[src/hw/tcc_pkg.sv]
// Shared constants and types of the two-channel capture/compare block.
// Assumes an 8-bit register port on one 50 MHz clock, reset_n synchronous.
`default_nettype none

package tcc_pkg;

    // ********************************************************
    // Widths and register offsets
    // ********************************************************
    localparam int ADDR_W = 8;
    localparam int DATA_W = 8;
    localparam int CNT_W = 16;
    localparam int NUM_CH = 2;

    typedef logic [ADDR_W-1:0] tcc_addr_t;
    typedef logic [DATA_W-1:0] tcc_byte_t;
    typedef logic [CNT_W-1:0] tcc_word_t;

    localparam tcc_addr_t OFF_CTL = 8'h40;
    localparam tcc_addr_t OFF_SC0 = 8'h45;
    localparam tcc_addr_t OFF_VAL0_HI = 8'h46;
    localparam tcc_addr_t OFF_VAL0_LO = 8'h47;
    localparam tcc_addr_t OFF_SC1 = 8'h48;
    localparam tcc_addr_t OFF_VAL1_HI = 8'h49;
    localparam tcc_addr_t OFF_VAL1_LO = 8'h4A;

    // ********************************************************
    // Field positions of the channel status/control byte and the control register
    // ********************************************************
    localparam int SC_FLAG_BIT = 7;
    localparam int CTL_HALT_BIT = 5;
    localparam int CTL_CLEAR_BIT = 4;

    // Edge/level codes
    localparam logic [1:0] ELS_OFF = 2'h0;
    localparam logic [1:0] ELS_TOGGLE = 2'h1;
    localparam logic [1:0] ELS_CLEAR = 2'h2;
    localparam logic [1:0] ELS_SET = 2'h3;

    // Reset values
    localparam tcc_byte_t ZERO_BYTE = 8'h00;
    localparam logic HALT_RESET = 1'b1;

    // Configuration bits below the flag, in register bit order 6..0
    typedef struct packed {
        logic irq_enable;
        logic buffered_mode_select;
        logic mode_select_a;
        logic [1:0] edge_level_sel;
        logic toggle_on_overflow;
        logic max_duty_force;
    } tcc_chan_cfg_t;

    localparam tcc_chan_cfg_t CFG_RESET = '0;

endpackage

`default_nettype wire

[src/hw/tcc_value_store.sv]
// Value store: the two 16-bit channel value registers.
// Assumes the caller never asserts a capture and a bus write together.
`default_nettype none

module tcc_value_store
    import tcc_pkg::*;
(
    input wire logic clk,
    input wire logic [1:0] wr_hi,
    input wire logic [1:0] wr_lo,
    input wire tcc_pkg::tcc_byte_t wdata,
    input wire logic [1:0] cap_en,
    input wire tcc_pkg::tcc_word_t cap_data,
    output tcc_pkg::tcc_word_t value_ff [2]
);

    // ********************************************************
    // Storage
    // ********************************************************
    // No reset: contents are undefined until software or a capture loads them
    for (genvar gi = 0; gi < NUM_CH; gi++) begin : g_word
        always_ff @(posedge clk) begin
            if (cap_en[gi]) begin
                value_ff[gi] <= cap_data;
            end else if (wr_hi[gi]) begin
                value_ff[gi][CNT_W-1:DATA_W] <= wdata;
            end else if (wr_lo[gi]) begin
                value_ff[gi][DATA_W-1:0] <= wdata;
            end
        end
    end

endmodule

`default_nettype wire

[src/hw/tcc_capture_compare.sv]
// Two-channel capture/compare/PWM logic of a 16-bit timer.
// Assumes counter value and overflow pulse come from logic on clk.
// Operation
// - Flag sets on capture edge or match
// - Flag clears by read-set then write zero
// - Reset clears flag and all config bits
// - Enable bit gates channel interrupt requests
// - Buffered mode: set, clear, toggle on compare
// - Buffered bit in channel 0 disables channel 1
// - Mode bit A picks capture or compare
// - Edge field zero: bit A presets level
// - Edge field zero leaves pin to port
// - Capture edges: rising, falling, or either
// - Compare actions: none, toggle, clear, set
// - Toggle-on-overflow acts only in compare mode
// - Overflow beats compare in same cycle
// - Max-duty with overflow toggle set forces full duty from next period
// - Value registers hold capture or compare value
// - High-byte read blocks captures until low read
// - High-byte write blocks compares until low write
// - Halt with clear leaves counter at zero
//
// Our own choice: strobed register access.
`default_nettype none

module tcc_capture_compare (
    input wire logic clk,
    input wire logic reset_n,
    input wire tcc_pkg::tcc_addr_t addr,
    input wire tcc_pkg::tcc_byte_t wdata,
    input wire logic wr,
    input wire logic rd,
    input wire tcc_pkg::tcc_word_t cnt_value,
    input wire logic cnt_overflow,
    input wire logic [1:0] chan_pin_in,
    output tcc_pkg::tcc_byte_t rdata_ff,
    output logic [1:0] chan_pin_out_ff,
    output logic [1:0] chan_pin_oe_ff,
    output logic [1:0] irq_ff,
    output logic counter_halt_ff,
    output logic counter_clear_ff
);
    import tcc_pkg::*;

    // ********************************************************
    // Address decoding
    // ********************************************************
    function automatic logic reg_hit(input tcc_addr_t a, input tcc_addr_t o);
        reg_hit = (a == o);
    endfunction

    logic [1:0] sel_sc;
    logic [1:0] sel_hi;
    logic [1:0] sel_lo;
    logic sel_ctl;
    assign sel_ctl = reg_hit(addr, OFF_CTL);
    assign sel_sc = {reg_hit(addr, OFF_SC1), reg_hit(addr, OFF_SC0)};
    assign sel_hi = {reg_hit(addr, OFF_VAL1_HI), reg_hit(addr, OFF_VAL0_HI)};
    assign sel_lo = {reg_hit(addr, OFF_VAL1_LO), reg_hit(addr, OFF_VAL0_LO)};

    // ********************************************************
    // Channel state and shared signals
    // ********************************************************
    tcc_chan_cfg_t cfg_ff [2];
    tcc_word_t value [2];
    tcc_word_t cmp_val [2];
    logic [1:0] flag_ff, arm_ff, cap_inh_ff, cmp_inh_ff;
    logic [1:0] sync1_ff, sync2_ff, sync3_ff, level_ff;
    logic [1:0] match_prev_ff, max_eff_ff, pin_ff;
    logic [1:0] cap_mode, cmp_mode, cap_fire, cmp_hit, ovf_act, event_hit;
    logic [1:0] match, edge_rise, edge_fall, chan_off, clr_ok;
    logic [1:0] wr_hi, wr_lo, cap_en;
    logic last_wr_ff, active_ff;
    logic ch1_off;

    // channel 0 buffered bit takes channel 1 away
    assign ch1_off = cfg_ff[0].buffered_mode_select;
    assign chan_off = {ch1_off, 1'b0};

    // Buffered compare reads whichever register was latched at overflow
    assign cmp_val[0] = (ch1_off && active_ff) ? value[1] : value[0];
    assign cmp_val[1] = value[1];

    // ********************************************************
    // Value registers
    // ********************************************************
    assign wr_hi = sel_hi & {2{wr}};
    assign wr_lo = sel_lo & {2{wr}};
    assign cap_en = cap_fire;

    tcc_value_store u_store (
        .clk(clk),
        .wr_hi(wr_hi),
        .wr_lo(wr_lo),
        .wdata(wdata),
        .cap_en(cap_en),
        .cap_data(cnt_value),
        .value_ff(value)
    );

    // ********************************************************
    // Per-channel logic
    // ********************************************************
    for (genvar gi = 0; gi < NUM_CH; gi++) begin : g_ch
        logic [1:0] els;
        logic msa, is_buf, tov;
        assign els = cfg_ff[gi].edge_level_sel;
        assign msa = cfg_ff[gi].mode_select_a;
        assign is_buf = cfg_ff[gi].buffered_mode_select;
        assign tov = cfg_ff[gi].toggle_on_overflow;

        // Mode decode; buffered mode ignores bit A
        assign cap_mode[gi] = !chan_off[gi] && !is_buf && !msa
            && (els != ELS_OFF);
        assign cmp_mode[gi] = !chan_off[gi] && (is_buf || msa);

        // Filtered edges: a change counts once stages two and three agree
        assign edge_rise[gi] = (sync2_ff[gi] == sync3_ff[gi])
            && sync3_ff[gi] && !level_ff[gi];
        assign edge_fall[gi] = (sync2_ff[gi] == sync3_ff[gi])
            && !sync3_ff[gi] && level_ff[gi];

        // Captures stop while the counter is halted or the pair is locked
        assign cap_fire[gi] = cap_mode[gi] && !cap_inh_ff[gi]
            && !counter_halt_ff
            && ((els[0] && edge_rise[gi])
            || (els[1] && edge_fall[gi]));

        // Fire once on entry to a match; counter may dwell on a value
        assign match[gi] = (cnt_value == cmp_val[gi]);
        assign cmp_hit[gi] = cmp_mode[gi] && !cmp_inh_ff[gi]
            && match[gi] && !match_prev_ff[gi];
        assign ovf_act[gi] = cmp_mode[gi] && tov && cnt_overflow;
        assign event_hit[gi] = cap_fire[gi] || cmp_hit[gi];

        // Clear only if armed by an earlier read and no new event now
        assign clr_ok[gi] = wr && sel_sc[gi] && !wdata[SC_FLAG_BIT]
            && arm_ff[gi] && !chan_off[gi];

        // Configuration and flag
        always_ff @(posedge clk) begin
            if (!reset_n) begin
                cfg_ff[gi] <= CFG_RESET;
                flag_ff[gi] <= 1'b0;
                arm_ff[gi] <= 1'b0;
            end else begin
                if (wr && sel_sc[gi] && !chan_off[gi]) begin
                    cfg_ff[gi] <= tcc_chan_cfg_t'(wdata[SC_FLAG_BIT-1:0]);
                    if (gi != 0) begin
                        cfg_ff[gi].buffered_mode_select <= 1'b0;
                    end
                end
                flag_ff[gi] <= event_hit[gi] || (flag_ff[gi] && !clr_ok[gi]);
                arm_ff[gi] <= !event_hit[gi] && !(wr && sel_sc[gi])
                    && (arm_ff[gi] || (rd && sel_sc[gi] && flag_ff[gi]));
            end
        end

        // Byte-pair locks
        always_ff @(posedge clk) begin
            if (!reset_n) begin
                cap_inh_ff[gi] <= 1'b0;
                cmp_inh_ff[gi] <= 1'b0;
            end else begin
                if (rd && sel_lo[gi]) begin
                    cap_inh_ff[gi] <= 1'b0;
                end else if (rd && sel_hi[gi] && cap_mode[gi]) begin
                    cap_inh_ff[gi] <= 1'b1;
                end
                if (wr && sel_lo[gi]) begin
                    cmp_inh_ff[gi] <= 1'b0;
                end else if (wr && sel_hi[gi] && cmp_mode[gi]) begin
                    cmp_inh_ff[gi] <= 1'b1;
                end
            end
        end

        // Pin synchroniser, three stages
        always_ff @(posedge clk) begin
            if (!reset_n) begin
                sync1_ff[gi] <= 1'b0;
                sync2_ff[gi] <= 1'b0;
                sync3_ff[gi] <= 1'b0;
                level_ff[gi] <= 1'b0;
                match_prev_ff[gi] <= 1'b0;
            end else begin
                sync1_ff[gi] <= chan_pin_in[gi];
                sync2_ff[gi] <= sync1_ff[gi];
                sync3_ff[gi] <= sync2_ff[gi];
                if (sync2_ff[gi] == sync3_ff[gi]) begin
                    level_ff[gi] <= sync3_ff[gi];
                end
                match_prev_ff[gi] <= match[gi];
            end
        end

        // Pin level: preset, max duty, overflow, then compare action
        always_ff @(posedge clk) begin
            if (!reset_n) begin
                pin_ff[gi] <= 1'b1;
                max_eff_ff[gi] <= 1'b0;
            end else begin
                if (cnt_overflow) begin
                    max_eff_ff[gi] <= tov
                        && cfg_ff[gi].max_duty_force;
                end
                if (els == ELS_OFF) begin
                    pin_ff[gi] <= !msa;
                end else if (cmp_mode[gi] && max_eff_ff[gi]) begin
                    pin_ff[gi] <= 1'b1;
                end else if (ovf_act[gi]) begin
                    pin_ff[gi] <= !pin_ff[gi];
                end else if (cmp_hit[gi]) begin
                    case (els)
                        ELS_TOGGLE: pin_ff[gi] <= !pin_ff[gi];
                        ELS_CLEAR: pin_ff[gi] <= 1'b0;
                        default: pin_ff[gi] <= 1'b1;
                    endcase
                end
            end
        end

        // Outputs; drive only in a compare mode with a nonzero field
        always_ff @(posedge clk) begin
            if (!reset_n) begin
                chan_pin_out_ff[gi] <= 1'b1;
                chan_pin_oe_ff[gi] <= 1'b0;
                irq_ff[gi] <= 1'b0;
            end else begin
                chan_pin_out_ff[gi] <= pin_ff[gi];
                chan_pin_oe_ff[gi] <= cmp_mode[gi]
                    && (els != ELS_OFF);
                irq_ff[gi] <= flag_ff[gi] && cfg_ff[gi].irq_enable
                    && !chan_off[gi];
            end
        end
    end

    // ********************************************************
    // Buffer pair selection and counter control
    // ********************************************************
    // Switch compare source only at overflow so a period is never split
    always_ff @(posedge clk) begin
        if (!reset_n) begin
            last_wr_ff <= 1'b0;
            active_ff <= 1'b0;
        end else begin
            if (wr_lo[1]) begin
                last_wr_ff <= 1'b1;
            end else if (wr_lo[0]) begin
                last_wr_ff <= 1'b0;
            end
            if (cnt_overflow) begin
                active_ff <= last_wr_ff;
            end
        end
    end

    // Clear pulse with halt held keeps the outside counter at zero
    always_ff @(posedge clk) begin
        if (!reset_n) begin
            counter_halt_ff <= HALT_RESET;
            counter_clear_ff <= 1'b0;
        end else begin
            if (wr && sel_ctl) begin
                counter_halt_ff <= wdata[CTL_HALT_BIT];
            end
            counter_clear_ff <= wr && sel_ctl && wdata[CTL_CLEAR_BIT];
        end
    end

    // ********************************************************
    // Read data
    // ********************************************************
    tcc_byte_t sc_byte [2];
    tcc_byte_t rd_mux;
    assign sc_byte[0] = {flag_ff[0], cfg_ff[0]};
    assign sc_byte[1] = ch1_off ? ZERO_BYTE : {flag_ff[1], cfg_ff[1]};

    // Unmapped addresses read as zero
    assign rd_mux = sel_ctl ? tcc_byte_t'(counter_halt_ff) << CTL_HALT_BIT
        : sel_sc[0] ? sc_byte[0]
        : sel_sc[1] ? sc_byte[1]
        : sel_hi[0] ? value[0][CNT_W-1:DATA_W]
        : sel_lo[0] ? value[0][DATA_W-1:0]
        : sel_hi[1] ? value[1][CNT_W-1:DATA_W]
        : sel_lo[1] ? value[1][DATA_W-1:0]
        : ZERO_BYTE;

    always_ff @(posedge clk) begin
        if (!reset_n) begin
            rdata_ff <= ZERO_BYTE;
        end else if (rd) begin
            rdata_ff <= rd_mux;
        end
    end

    // ********************************************************
    // Assertions on channel 0, reset of both channels, the channel 1 shut-off and shared logic
    // ********************************************************
    property p_flag_event;
        @(posedge clk) disable iff (!reset_n)
        event_hit[0] |=> flag_ff[0];
    endproperty
    a_flag_event: assert property (p_flag_event)
        else $error("flag not set after event");

    property p_clear_needs_arm;
        @(posedge clk) disable iff (!reset_n)
        (flag_ff[0] && !arm_ff[0] && wr && sel_sc[0]) |=> flag_ff[0];
    endproperty
    a_clear_needs_arm: assert property (p_clear_needs_arm)
        else $error("flag cleared without prior read");

    property p_reset_clears;
        @(posedge clk) !reset_n |=> (flag_ff == 2'h0)
            && (cfg_ff[0] == CFG_RESET) && (cfg_ff[1] == CFG_RESET);
    endproperty
    a_reset_clears: assert property (p_reset_clears)
        else $error("reset left flag or config set");

    property p_irq_gate;
        @(posedge clk) disable iff (!reset_n)
        !cfg_ff[0].irq_enable |=> !irq_ff[0];
    endproperty
    a_irq_gate: assert property (p_irq_gate)
        else $error("interrupt while disabled");

    property p_irq_follow;
        @(posedge clk) disable iff (!reset_n)
        (flag_ff[0] && cfg_ff[0].irq_enable) [*2] |-> irq_ff[0];
    endproperty
    a_irq_follow: assert property (p_irq_follow)
        else $error("interrupt missing with flag and enable");

    property p_ch1_released;
        @(posedge clk) disable iff (!reset_n)
        ch1_off [*2] |-> !chan_pin_oe_ff[1] && !irq_ff[1];
    endproperty
    a_ch1_released: assert property (p_ch1_released)
        else $error("channel 1 active in buffered mode");

    property p_preset;
        @(posedge clk) disable iff (!reset_n)
        (cfg_ff[0].edge_level_sel == ELS_OFF) |=>
            pin_ff[0] == !$past(cfg_ff[0].mode_select_a);
    endproperty
    a_preset: assert property (p_preset)
        else $error("preset level wrong");

    property p_ovf_wins;
        @(posedge clk) disable iff (!reset_n)
        (ovf_act[0] && cmp_hit[0] && !max_eff_ff[0]
            && cfg_ff[0].edge_level_sel != ELS_OFF)
            |=> pin_ff[0] != $past(pin_ff[0]);
    endproperty
    a_ovf_wins: assert property (p_ovf_wins)
        else $error("overflow toggle lost to compare");

    property p_cap_lock;
        @(posedge clk) disable iff (!reset_n)
        cap_inh_ff[0] |-> !cap_fire[0];
    endproperty
    a_cap_lock: assert property (p_cap_lock)
        else $error("capture while high byte locked");

    property p_cmp_lock;
        @(posedge clk) disable iff (!reset_n)
        (wr && sel_hi[0] && cmp_mode[0]) ##1 (!(wr && sel_lo[0])) [*2]
            |-> !cmp_hit[0];
    endproperty
    a_cmp_lock: assert property (p_cmp_lock)
        else $error("compare while high byte pending");

    property p_halt_clear;
        @(posedge clk) disable iff (!reset_n)
        (wr && sel_ctl && wdata[CTL_HALT_BIT] && wdata[CTL_CLEAR_BIT])
            |=> counter_halt_ff && counter_clear_ff ##1 !counter_clear_ff;
    endproperty
    a_halt_clear: assert property (p_halt_clear)
        else $error("halt with clear not applied");

    c_capture: cover property (@(posedge clk) disable iff (!reset_n)
        cap_fire[0]);
    c_compare: cover property (@(posedge clk) disable iff (!reset_n)
        cmp_hit[0] && chan_pin_oe_ff[0]);
    c_buffered: cover property (@(posedge clk) disable iff (!reset_n)
        ch1_off && cmp_hit[0] && active_ff);
    c_max_duty: cover property (@(posedge clk) disable iff (!reset_n)
        max_eff_ff[0] && cmp_mode[0]);

endmodule

`default_nettype wire

[config.mk]
export PLATFORM = sky130hd
export DESIGN_NAME = tcc_capture_compare
export DESIGN_NICKNAME = d
export VERILOG_FILES = /design/src/hw/tcc_pkg.sv /design/src/hw/tcc_value_store.sv /design/src/hw/tcc_capture_compare.sv
export SDC_FILE = /design/constraint.sdc
export NUM_CORES = 1
export LEC_CHECK = 0
export ABC_AREA = 1
export BUFFER_PORTS_ARGS = -buffer_cell sky130_fd_sc_hd__buf_2
export CORE_UTILIZATION = 59
export CTS_CLUSTER_SIZE = 24
export DETAILED_ROUTE_END_ITERATION = 8
export PLACE_DENSITY = 0.91
export SETUP_SLACK_MARGIN = 0.1
export SLEW_MARGIN = 25
export SYNTH_ARGS = -nofsm -noshare
export SYNTH_HDL_FRONTEND = slang
export SYNTH_SLANG_ARGS = --single-unit
[constraint.sdc]
create_clock -name clk -period 2.1 [get_ports clk]
set_input_delay 0.42 -clock clk [delete_from_list [all_inputs] [get_ports clk]]
set_output_delay 0.42 -clock clk [all_outputs]
set_load 0.02 [all_outputs]
# Word-level counts from Yosys, hierarchy flattened
# Memories as Yosys holds them, arrays and structs flattened.
# Index checks and enable logic that the tools add are counted.
# word_totals
register_bits,72
in_bits,39
out_inout_bits,16
word_cells,227
ram_bits,14
memories,1
# memory_table
name,depth,width,read_ports,rd_ports_with_merged_regs,wr,line,rtl
cfg_ff,2,7,2,0,2,tcc_capture_compare.sv:64,tcc_chan_cfg_t cfg_ff [2];
# op_classes
muxes,39
reduce_logical,127
bitwise_logic,6
eq_ne,17
# ops
operator,n
8-bit two-way mux,14
1-bit logical AND,76
8-bit by 7-bit equality test with 1-bit output (second input constant),7
16-bit two-way mux,3
16-bit equality test,2
1-bit zero test,24
1-bit two-way mux,18
7-bit two-way mux,2
2-bit nonzero test,7
1-bit logical OR,10
4-bit nonzero test,2
2-bit OR reduction,4
2-bit AND,2
2-bit by 1-bit equality test with 1-bit output (second input constant),2
2-bit equality test (second input constant),2
2-bit zero test,2
2-bit != test (second input constant),2
1-bit one-hot mux with 2 select lines,2
2-bit AND reduction,2
1-bit OR,3
1-bit equality test,2
1-bit NOT,1

# Depth between registers and ports, before layout
# Gate-level depths: netlist of the first run.
# An unclocked memory read counts as a cell.
# depth
word_depth,12
depth_mapped,14
ltp_nobuf,13

# By module
# A second synthesis of the first run with hierarchy kept.
# hier_totals
cells_unflattened,682
hier_area_um2,4775.8
# by_module_without_submodules
module,seq_area_each_um2,area_per_inst_um2,cells_each,n_inst
tcc_capture_compare,1191.1,3432.0,556,1
tcc_value_store,960.9,1343.8,126,1

# Worst setup path before layout of the first run
# No wires, ideal clock.
# synth_path
path_kind,reg2reg
from,memory cfg_ff[0][5] (netlist name)
to,register u_store.value_ff[24] (netlist name) (enable)
stages_incl_launch_ff,8
n_path_buf,2
setup_ps,384
synth_period_minus_slack_ps,1876
arrival_time_ps,1492
required_time_ps,1716
slack_ps,224
path_cell_list,edfxtp_1 > buf_6 > nor2_4 > inv_1 > nor2_1 > nand3_2 > clkbuf_1 > o21ai_0
# synth_rtl
element,line,rtl
start: declaration,tcc_capture_compare.sv:64,
end signal: indexed assignment,tcc_value_store.sv:24,value_ff[gi] <= cap_data;
end signal: indexed assignment,tcc_value_store.sv:26,value_ff[gi][CNT_W-1:DATA_W] <= wdata;
end signal: indexed assignment,tcc_value_store.sv:28,value_ff[gi][DATA_W-1:0] <= wdata;
end: declaration,tcc_value_store.sv:14,output tcc_pkg::tcc_word_t value_ff [2]

==> qor.yml, run 1 <==
run_status:
  run_status: "finished clean"
global_routing:
  antenna_found_initial: 0
  grt_pass1_vias: 4431
  grt_first_pass_wirelength_mm: 21.3
  grt_overflow: 0
  grt_util_all_layers_pct: 33.4
  grt_max_degree: 25
worst_setup_path:
  r2r_end: "u_store.value_ff[24]$_DFFE_PP_"
  reg2reg_slack_ns: 0.1
  worstPathArrival_ns: 2.11
  path_class: "reg2reg"
  start_kind: "flop"
  r2r-start: "cfg_ff[0][5]$_SDFFCE_PN0P_"
  crit_required_ns: 2.21
  r2r_cells: 8
  end_kind: "flop"
  critPathMaxFanout: 24
clock_tree:
  cts.htree.levels: 3
  clock_latency_ns: 0.37
  cts_tree: "built"
  cts.reportedPaths.clkPinSlew_ns: 0.10
  cts_root_buf: "clkbuf_8"
  cts_sinks: 85
  cts.path.max_buffers: 2
  cts_buffers: 9
  hold_buffers: 0
sta:
  fmax_mhz: 499
  final.period_utilization_pct: 95.4
  finalClockSkew_ns: 0.0106
  setup_violations: 0
  hold_viol: 0
  rsz0062_at_grt: "true"
  worstMarginPinSlew_ns: 0.759
  period_needed_ns: 2.00
  slew_headroom_pct: 49.4
  tns_ns: 0
  finalMaxSlewViolations: 0
cells_and_area:
  top_register: "u_store.value_ff"
  nFillCells: 604
  final_util_pct: 69.4
  final_common_cell: "nand2_1"
  nNetsFinal: 748
  syn2layout_area_growth_pct: 13.6
  largest_register_ff_count: 32
  final_cell_mix: "nand2_1, inv_1, nand3_1, nor2_1, buf_2"
  finish.instance_area_um2: 5360
  num_antenna_cells: 0
  drive_gt1_share_pct: 15.6
  top_regs: "u_store.value_ff x32, cfg_ff x13, rdata_ff x8"
detailed_routing:
  vias_per_cell: 5.84
  firstDrtPassIters: 6
  via_count: 4743
  postRouteAntennaNets: 0
  drtIter0Drc: 564
  route.detailed.drc: 0
  wl_per_cell_um: 16.4
  routed_wl_mm: 13.3
logic_synthesis:
  synthFlopType: "edfxtp_1"
  synth_fp_nets: 684
  ys_seq_area_share_pct: 45.6
  asyncSetResetFlopFracSynth_pct: 0
  synth_cell_types: 31
  synth_seq_cells: 85
  synthCells: 641
  synth_edf_count: 45
  mappedNetlistArea_um2: 4720
  yosysWarningCount: 0
  avgSynthCellArea_um2: 7.36
worst_hold_path:
  min-delay-start: "chan_pin_in[0]"
  hold_class: "in2reg"
  min_path_cells: 3
  hold_end: "sync1_ff[0]$_SDFF_PN0_"
pwr:
  comb_power_share_pct: 9.8
  p_sw_share_pct: 27.2
  clkPwrFrac_pct: 37.1
  switching_power_mw: 0.918
  total_power_mw: 3.37
  peakVddDrop_mv: 0.400
  p_int_mw: 2.45
  power_density_nw_per_um2: 629
  pwr-share-seq_pct: 53.1
  p_leak_nw: 2.58
floorplanning:
  chipWidth_um: 91.4
  std_cell_rows: 32
  die_h_um: 91.4
  dieArea_um2: 8360
  io_pins: 55
  start_util_pct: 61.1
  core_region_area_um2: 7730
placement:
  gp_congestion: 0.974
  place_hpwl_mm: 9.93
  post_dp_cell_area_um2: 5140
  io_buffers: 54
run:
  maxCapViolations: 0
power by group through the flow:
stage	Sequential [mW]	Combinational (mW)	Clock [mW]
floorplan	1.82	0.194	0
global placement	1.83	0.304	0
detailed placement	1.83	0.317	0
CTS	1.79	0.319	1.24
global route	1.79	0.364	1.31
finish	1.79	0.330	1.25
critical path, stage by stage (launching register included):
cell	delay [ns]
edfxtp_1	0.46
buf_4	0.18
nor2_4	0.13
inv_1	0.11
nor2_2	0.18
nand3_2	0.17
buf_4	0.27
nand2_1	0.11
o21ai_0	0.10
worst max-delay path by stage:
stage	to	slack, ns	depth (start not counted)	startpoint
after global routing	flag_ff[0]$_SDFF_PN0_	0.02	13	cfg_ff[0][5]$_SDFFCE_PN0P_
final	u_store.value_ff[24]$_DFFE_PP_	0.1	8	cfg_ff[0][5]$_SDFFCE_PN0P_
after global placement	rdata_ff[1]$_SDFFE_PN0P_	0.15	12	addr[2]
after detailed placement	rdata_ff[1]$_SDFFE_PN0P_	0.10	12	addr[2]
after floorplan	u_store.value_ff[24]$_DFFE_PP_	0.22	7	cfg_ff[0][5]$_SDFFCE_PN0P_
after CTS	pin_ff[0]$_SDFFE_PN1P_	0.14	12	cfg_ff[0][5]$_SDFFCE_PN0P_
Yosys cell counts, types with 2 or more instances:
cell / count / area (um^2)
nand2_1: 184 / 691
nand4_1: 7 / 43.8
buf_2: 3 / 15.0
inv_1: 82 / 308
xnor2_1: 8 / 70.1
a31oi_1: 4 / 25.0
o31ai_1: 2 / 15.0
o21ai_0: 50 / 250
nor3_1: 12 / 60.1
clkbuf_1: 8 / 30.0
nand2_2: 6 / 37.5
buf_4: 4 / 30.0
nor2_2: 5 / 31.3
nand3_1: 72 / 360
a21oi_1: 24 / 120
edfxtp_1: 45 / 1350
xor2_1: 3 / 26.3
ha_1: 4 / 50.1
nor2_1: 56 / 210
dfxtp_1: 40 / 801
buf_6: 4 / 45.0
nand3_2: 3 / 30.0
o22ai_1: 4 / 25.0
or2_2: 4 / 25.0
kinds of logic (layout without fill, tap and decap cells):
kind of cell             Yosys count  in the layout  share of synthesized area [%]
buffers and inverters            101            170                           9.07
XOR/XNOR                          11             11                           2.04
AO/OA/AOI/OAI                     87             87                           9.73
flip-flops                        85             85                           45.6
AND/OR/NAND/NOR                  353            353                           32.5
adder cells (fa/ha/maj)            4              4                           1.06
per-layer routing:
layer  GRT usage, %  routed length, um  vias to the layer above
met5              0                  0                        -
li1               -                  -                     2225
met3           7.29               1660                       56
met2           53.7               6030                      308
met1           42.3               5070                     2154
met4           16.7                526                        0
repair_timing:
| item | in CTS | in global routing |
|---|---|---|
| endpoints found under the setup margin | 2 | 12 |
| buffers inserted | 0 | 1 |
| gates resized for setup | 1 | 3 |
metrics by stage:
step | cells | hold slack (ns) | setup WS (ns)
floorplan | 641 | 0.390 | 0.224
global placement | 795 | 0.391 | 0.149
detailed placement | 795 | 0.405 | 0.101
CTS | 811 | 0.230 | 0.139
global route | 812 | 0.236 | 0.0206
finish | 812 | 0.231 | 0.0975
cell type report:
| type | count | area (um^2) | area share, % |
|---|---|---|---|
| multi-input combinational | 455 | 2150 | 40.1 |
| timing repair buffer | 72 | 418 | 7.79 |
| clock buffer | 9 | 124 | 2.31 |
| sequential | 85 | 2150 | 40.2 |
| clock inverter | 7 | 81.3 | 1.52 |
| inverter | 82 | 308 | 5.74 |
| tap | 102 | 128 | 2.38 |
No activity file was read; power rests on OpenSTA's default activity.
==> run 2: changes to the inputs <==
ABC_AREA = not set   (was 1)
PLACE_DENSITY = 0.9   (was 0.91)
==> qor.yml, run 2 <==
detailed_routing:
  drtIter0Drc: 367  # was 564
  vias_per_cell: 6.25  # was 5.84
  wl_per_cell_um: 20.4  # was 16.4 um
  firstDrtPassIters: 5  # was 6
  postRouteAntennaNets: 0  # unchanged
  via_count: 4175  # was 4743
  route.detailed.drc: 0  # unchanged
  routed_wl_mm: 13.6  # was 13.3 mm
pwr:
  pwr-share-seq_pct: 51.1  # was 53.1%
  power_density_nw_per_um2: 604  # was 629 nW/um^2
  p_int_mw: 2.65  # was 2.45 mW
  clkPwrFrac_pct: 38.3  # was 37.1%
  switching_power_mw: 0.840  # was 0.918 mW
  peakVddDrop_mv: 0.426  # was 0.400 mV
  comb_power_share_pct: 10.6  # was 9.8%
  p_leak_nw: 2.23  # was 2.58 nW
  p_sw_share_pct: 24.1  # was 27.2%
global_routing:
  grt_max_degree: 22  # was 25
  grt_overflow: 0  # unchanged
  grt_util_all_layers_pct: 32.0  # was 33.4%
  grt_pass1_vias: 3930  # was 4431
  met2_usage_pct: 56.0  # was 53.7%
  use_met3_pct: 5.06  # was 7.29%
  busiest_layer: "met2"  # unchanged
  grt_first_pass_wirelength_mm: 20.3  # was 21.3 mm
  met1_usage_pct: 41.0  # was 42.3%
  antenna_found_initial: 0  # unchanged
worst_hold_path:
  hold_class: "in2reg"  # unchanged
  hold_end: "sync1_ff[1]$_SDFF_PN0_"  # was sync1_ff[0]$_SDFF_PN0_
  min-delay-start: "chan_pin_in[1]"  # was chan_pin_in[0]
  min_path_cells: 2  # was 3
clock_tree:
  cts_sinks: 85  # unchanged
  clock_latency_ns: 0.36  # was 0.37 ns
  hold_buffers: 0  # unchanged
  cts_tree: "built"  # unchanged
  cts.htree.levels: 3  # unchanged
  cts.path.max_buffers: 2  # unchanged
  cts.reportedPaths.clkPinSlew_ns: 0.09  # was 0.10 ns
  cts_buffers: 9  # unchanged
  cts_root_buf: "clkbuf_8"  # unchanged
placement:
  place_hpwl_mm: 9.86  # was 9.93 mm
  post_dp_cell_area_um2: 5320  # was 5140 um^2
  io_buffers: 54  # unchanged
  gp_congestion: 0.910  # was 0.974
  dp_worst_setup_slack_ns: -0.0658  # was 0.101 ns
cells_and_area:
  final_cell_mix: "nand2_1, buf_2, edfxtp_1, dfxtp_1, buf_4"  # was nand2_1, inv_1, nand3_1, nor2_1, buf_2
  finish.instance_area_um2: 5780  # was 5360 um^2
  final_common_cell: "nand2_1"  # unchanged
  drive_gt1_share_pct: 29.0  # was 15.6%
  nNetsFinal: 605  # was 748
  final_util_pct: 74.4  # was 69.4%
  largest_register_ff_count: 32  # unchanged
  top_regs: "u_store.value_ff x32, cfg_ff x13, rdata_ff x8"  # unchanged
  num_antenna_cells: 0  # unchanged
  syn2layout_area_growth_pct: 21.3  # was 13.6%
  top_register: "u_store.value_ff"  # unchanged
sta:
  setup_violations: 0  # unchanged
  finalClockSkew_ns: 0.00955  # was 0.0106 ns
  timing.hold.ws_ns: 0.278  # was 0.231 ns
  period_needed_ns: 2.08  # was 2.00 ns
  hold_viol: 0  # unchanged
  finalMaxSlewViolations: 0  # unchanged
  worstMarginPinSlew_ns: 0.757  # was 0.759 ns
  slew_headroom_pct: 49.1  # was 49.4%
  fmax_mhz: 482  # was 499 MHz
  rsz0062_at_grt: "true"  # unchanged
  final.period_utilization_pct: 98.9  # was 95.4%
  tns_ns: 0  # unchanged
  final.setup.worst_slack_ns: 0.0241  # was 0.0975 ns
worst_setup_path:
  end_kind: "flop"  # unchanged
  r2r-start: "cfg_ff[0][5]$_SDFFCE_PN0P_"  # unchanged
  start_kind: "flop"  # unchanged
  r2r_end: "u_store.value_ff[15]$_DFFE_PP_"  # was u_store.value_ff[24]$_DFFE_PP_
  critPathMaxFanout: 12  # was 24
  reg2reg_slack_ns: 0.02  # was 0.1 ns
  r2r_cells: 6  # was 8
  path_class: "reg2reg"  # unchanged
  worstPathArrival_ns: 2.19  # was 2.11 ns
  crit_required_ns: 2.21  # about the same
run:
  maxCapViolations: 0  # unchanged
logic_synthesis:
  mappedNetlistArea_um2: 4760  # was 4720 um^2
  synthFlopType: "edfxtp_1"  # unchanged
  yosys-top-cells-count: "nand2_1, edfxtp_1, dfxtp_1, a21oi_1, xnor2_1"  # was nand2_1, inv_1, nand3_1, nor2_1, o21ai_0
  yosysMostFrequentCell: "nand2_1"  # unchanged
  synth_edf_count: 45  # unchanged
  synth_fp_nets: 526  # was 684
  synth_seq_cells: 85  # unchanged
  yosysWarningCount: 0  # unchanged
  synth_cell_types: 68  # was 31
  ys_seq_area_share_pct: 45.2  # was 45.6%
  asyncSetResetFlopFracSynth_pct: 0  # unchanged
  avgSynthCellArea_um2: 9.86  # was 7.36 um^2
  yosys.area.top_type: "edfxtp_1"  # unchanged
  netlist_top_cells_area: "edfxtp_1, dfxtp_1, nand2_1"  # unchanged
  synth_top_area_share_pct: 28.4  # was 28.6%
  synthCells: 483  # was 641
floorplanning:
  std_cell_rows: 32  # unchanged
  core_region_area_um2: 7770  # was 7730 um^2
  die_h_um: 91.8  # was 91.4 um
  chipWidth_um: 91.8  # was 91.4 um
  start_util_pct: 61.3  # was 61.1%
  dieArea_um2: 8430  # was 8360 um^2
  io_pins: 55  # unchanged
run_status:
  run_status: "finished clean"  # unchanged
## run 2: stage by stage
step	power (mW)	instances
finish	3.49	668
global route	3.58	668
CTS	3.46	663
detailed placement	2.17	644
global placement	2.15	644
floorplan	2.02	483
## run 2: cells by family after synthesis
group           after synthesis  synth area share (%)
fa+ha+maj                     4                  1.05
buf+inv                      41                  4.18
xor+xnor                     27                  4.97
mux                          22                  5.78
flops                        85                  45.2
compound gates               98                  15.0
simple gates                206                  23.8
## run 2: power groups by stage
stage                     registers (mW)  clock network, mW  logic [mW]
after floorplan                     1.82                  0       0.192
after detailed placement            1.82                  0       0.345
after global routing                1.79               1.40       0.394
final                               1.78               1.34       0.371
after CTS                           1.78               1.33       0.353
after global placement              1.82                  0       0.331
## run 2: worst max-delay path by stage
stage / end / start / cells after the start / slack, ns
2_1_floorplan: u_store.value_ff[0]$_DFFE_PP_ / cfg_ff[0][5]$_SDFFCE_PN0P_ / 5 / 0.05
3_3_place_gp: u_store.value_ff[12]$_DFFE_PP_ / addr[5] / 6 / -0.03
3_5_place_dp: pin_ff[0]$_SDFFE_PN1P_ / cnt_value[8] / 7 / -0.07
4_1_cts: u_store.value_ff[28]$_DFFE_PP_ / cfg_ff[0][5]$_SDFFCE_PN0P_ / 5 / 0.04
5_1_grt: pin_ff[0]$_SDFFE_PN1P_ / cfg_ff[0][5]$_SDFFCE_PN0P_ / 8 / -0.003
6_report: u_store.value_ff[15]$_DFFE_PP_ / cfg_ff[0][5]$_SDFFCE_PN0P_ / 6 / 0.02
## run 2: layer usage
metal / vias up / part of all wire, % / wire [um]
met2: 192 / 50 / 6850
met1: 2044 / 40 / 5490
met5: - / 0 / 0
met3: 31 / 7.2 / 986
met4: 0 / 2.3 / 319
li1: 1908 / - / -
## run 2: repair_timing
item	4_1_cts	5_1_grt
pin swaps	2	2
endpoints found under the setup margin	65	68
setup buffers	4	2
gates resized for setup	5	25
gates cloned	0	3
## run 2: final cells by class
type / instances / area, um^2
Fill cell: 561 / 1990
Sequential cell: 85 / 2150
Tap cell: 102 / 128
Inverter: 14 / 52.6
Timing Repair Buffer: 95 / 691
Clock buffer: 12 / 188
Clock inverter: 3 / 47.5
Multi-Input combinational cell: 357 / 2520
## run 2: worst max-delay path, cell delays in order (launching register included)
cell and delay [ns]:
edfxtp_1 0.45, buf_12 0.17, or3_4 0.38, a2111o_1 0.48, buf_6 0.19, nand2_2 0.07
o21ai_0 0.07
==> run 3: changes to the inputs <==
--- a/config.mk
+++ b/config.mk
@@ -8,6 +8,7 @@
 export BUFFER_PORTS_ARGS = -buffer_cell sky130_fd_sc_hd__buf_2
-export CORE_UTILIZATION = 59
+export CORE_UTILIZATION = 50
 export CTS_CLUSTER_SIZE = 24
 export DETAILED_ROUTE_END_ITERATION = 8
-export PLACE_DENSITY = 0.9
+export HOLD_SLACK_MARGIN = 0.08
+export PLACE_DENSITY = 0.8
 export SETUP_SLACK_MARGIN = 0.1
==> constraint.sdc (replaced) <==
create_clock -name clk -period 2.1 [get_ports clk]
set_input_delay 0.105 -clock clk [delete_from_list [all_inputs] [get_ports clk]]
set_output_delay 0.105 -clock clk [all_outputs]
set_load 0.02 [all_outputs]
==> qor.yml, run 3 (synthesized netlist as in run 2, its figures left out) <==
detailed_routing:
  routed_wl_mm: 13.4  # was 13.6 mm
  postRouteAntennaNets: 0  # unchanged
  vias_per_cell: 5.96  # was 6.25
  wl_per_cell_um: 19.2  # was 20.4 um
  firstDrtPassIters: 5  # unchanged
  via_count: 4149  # was 4175
  drtIter0Drc: 319  # was 367
  route.detailed.drc: 0  # unchanged
placement:
  io_buffers: 54  # unchanged
  dp_worst_setup_slack_ns: 0.00300  # was -0.0658 ns
  gp_congestion: 0.928  # was 0.910
  place_hpwl_mm: 9.90  # was 9.86 mm
global_routing:
  grt_max_degree: 22  # unchanged
  grt_pass1_vias: 3882  # was 3930
  grt_util_all_layers_pct: 27.6  # was 32.0%
  antenna_found_initial: 0  # unchanged
  met2_usage_pct: 44.4  # was 56.0%
  busiest_layer: "met2"  # unchanged
  grt_first_pass_wirelength_mm: 20.5  # was 20.3 mm
  use_met3_pct: 5.83  # was 5.06%
  grt_overflow: 0  # unchanged
  met1_usage_pct: 37.0  # was 41.0%
cells_and_area:
  num_antenna_cells: 0  # unchanged
  top_register: "u_store.value_ff"  # unchanged
  syn2layout_area_growth_pct: 19.6  # was 21.3%
  final_common_cell: "nand2_1"  # unchanged
  nNetsFinal: 605  # unchanged
  nFillCells: 783  # was 561
  drive_gt1_share_pct: 27.2  # was 29.0%
  final_cell_mix: "nand2_1, buf_2, edfxtp_1, dfxtp_1, buf_4"  # unchanged
  largest_register_ff_count: 32  # unchanged
  top_regs: "u_store.value_ff x32, cfg_ff x13, rdata_ff x8"  # unchanged
sta:
  hold_viol: 0  # unchanged
  finalMaxSlewViolations: 0  # unchanged
  final.period_utilization_pct: 97.6  # was 98.9%
  final.setup.worst_slack_ns: 0.0506  # was 0.0241 ns
  worstMarginPinSlew_ns: 0.826  # was 0.757 ns
  rsz0062_at_grt: "true"  # unchanged
  slew_headroom_pct: 44.5  # was 49.1%
  finalClockSkew_ns: 0.00819  # was 0.00955 ns
  fmax_mhz: 488  # was 482 MHz
  setup_violations: 0  # unchanged
  tns_ns: 0  # unchanged
  period_needed_ns: 2.05  # was 2.08 ns
worst_setup_path:
  start_kind: "flop"  # unchanged
  worstPathArrival_ns: 2.30  # was 2.19 ns
  r2r_cells: 8  # was 6
  path_buf_inv: 2  # unchanged
  r2r-start: "cfg_ff[0][5]$_SDFFCE_PN0P_"  # unchanged
  end_kind: "flop"  # unchanged
  crit_slowest_cell: "edfxtp_1"  # was a2111o_1
  reg2reg_slack_ns: 0.05  # was 0.02 ns
  critPathMaxFanout: 7  # was 12
  crit_path_cell_trace: "buf_6, buf_6, a21bo_4, nand3_1, nor4b_4, o2111a_2, nand3b_1, nor4b_1"  # was buf_12, or3_4, a2111o_1, buf_6, nand2_2, o21ai_0
  crit_required_ns: 2.35  # was 2.21 ns
  crit_family: "simple AND/OR/NAND/NOR gates"  # was compound AO/OA/AOI/OAI gates
  crit_path_frequent_cell: "buf_6"
  slowest_delay_ns: 0.48  # about the same
  r2r_end: "arm_ff[0]$_SDFF_PN0_"  # was u_store.value_ff[15]$_DFFE_PP_
  path_class: "reg2reg"  # unchanged
pwr:
  peakVddDrop_mv: 0.321  # was 0.426 mV
  power_density_nw_per_um2: 562  # was 604 nW/um^2
  p_leak_nw: 2.16  # was 2.23 nW
worst_hold_path:
  hold_class: "in2reg"  # unchanged
  hold_end: "u_store.value_ff[2]$_DFFE_PP_"  # was sync1_ff[1]$_SDFF_PN0_
  min-delay-start: "cnt_value[2]"  # was chan_pin_in[1]
  min_path_cells: 3  # was 2
floorplanning:
  dieArea_um2: 9920  # was 8430 um^2
  std_cell_rows: 35  # was 32
  core_region_area_um2: 9240  # was 7770 um^2
  io_pins: 55  # unchanged
  chipWidth_um: 99.6  # was 91.8 um
  die_h_um: 99.6  # was 91.8 um
  start_util_pct: 51.5  # was 61.3%
run:
  maxCapViolations: 0  # unchanged
clock_tree:
  cts_sinks: 85  # unchanged
  cts.reportedPaths.clkPinSlew_ns: 0.09  # about the same
  cts_root_buf: "clkbuf_8"  # unchanged
  cts.path.max_buffers: 2  # unchanged
  cts_buffers: 9  # unchanged
  clock_latency_ns: 0.37  # was 0.36 ns
  cts.htree.levels: 3  # unchanged
  cts_tree: "built"  # unchanged
run_status:
  run_status: "finished clean"  # unchanged
## run 3: metrics by stage
step                      hold WS (ns)  util [%]  std cells  power, mW  cell area, um^2
after detailed placement         0.319      57.7        670       2.16             5330
after global routing            0.0810      61.6        696       3.30             5690
after floorplan                  0.230         -        483       2.02             4770
after CTS                       0.0827      60.6        693       3.18             5600
after global placement           0.313      57.7        670       2.15             5330
final                           0.0781      61.6        696       3.20             5690
## run 3: report_power, final
group,internal (mW),switching [mW]
logic,0.153,0.212
clock network,0.429,0.620
registers,1.77,0.0161
total,2.35,0.848
## run 3: worst min-delay path: stages
cell and delay, ns:
buf_2 0.13, nand2_1 0.06, nand2_1 0.05
## run 3: how the worst max path moves through the flow
stage                             startpoint                              to  slack (ns)  cells after the start
4_1_cts        u_store.value_ff[9]$_DFFE_PP_          pin_ff[1]$_SDFFE_PN1P_        0.10                      6
3_5_place_dp      cfg_ff[0][5]$_SDFFCE_PN0P_  u_store.value_ff[17]$_DFFE_PP_       0.003                      4
3_3_place_gp      cfg_ff[0][5]$_SDFFCE_PN0P_  u_store.value_ff[17]$_DFFE_PP_        0.04                      4
2_1_floorplan     cfg_ff[0][5]$_SDFFCE_PN0P_   u_store.value_ff[0]$_DFFE_PP_        0.05                      5
6_report          cfg_ff[0][5]$_SDFFCE_PN0P_            arm_ff[0]$_SDFF_PN0_        0.05                      8
5_1_grt           cfg_ff[0][5]$_SDFFCE_PN0P_            arm_ff[0]$_SDFF_PN0_       0.007                      8
## run 3: layout make-up
type / count / area (um^2) / share of cell area [%]
Clock buffer: 10 / 128 / 2.24
Multi-Input combinational cell: 357 / 2490 / 43.8
Sequential cell: 85 / 2150 / 37.8
Timing Repair Buffer: 95 / 669 / 11.8
Clock inverter: 6 / 37.5 / 0.659
Inverter: 14 / 52.6 / 0.923
Tap cell: 129 / 161 / 2.84
## run 3: timing repair
action                                  in CTS  in global routing
hold buffers                                 3                  0
buffers inserted                             3                  2
gates resized for setup                     10                 11
endpoints found under the hold margin        3                  0
endpoints found under the setup margin      68                 49
cloned                                       1                  1
pin swaps                                    6                  5
## run 3: per-layer routing
layer	vias up	share of wire, %
li1	1911	-
met1	1960	40
met2	230	48
met3	48	9.8
met4	0	2.9
met5	-	0
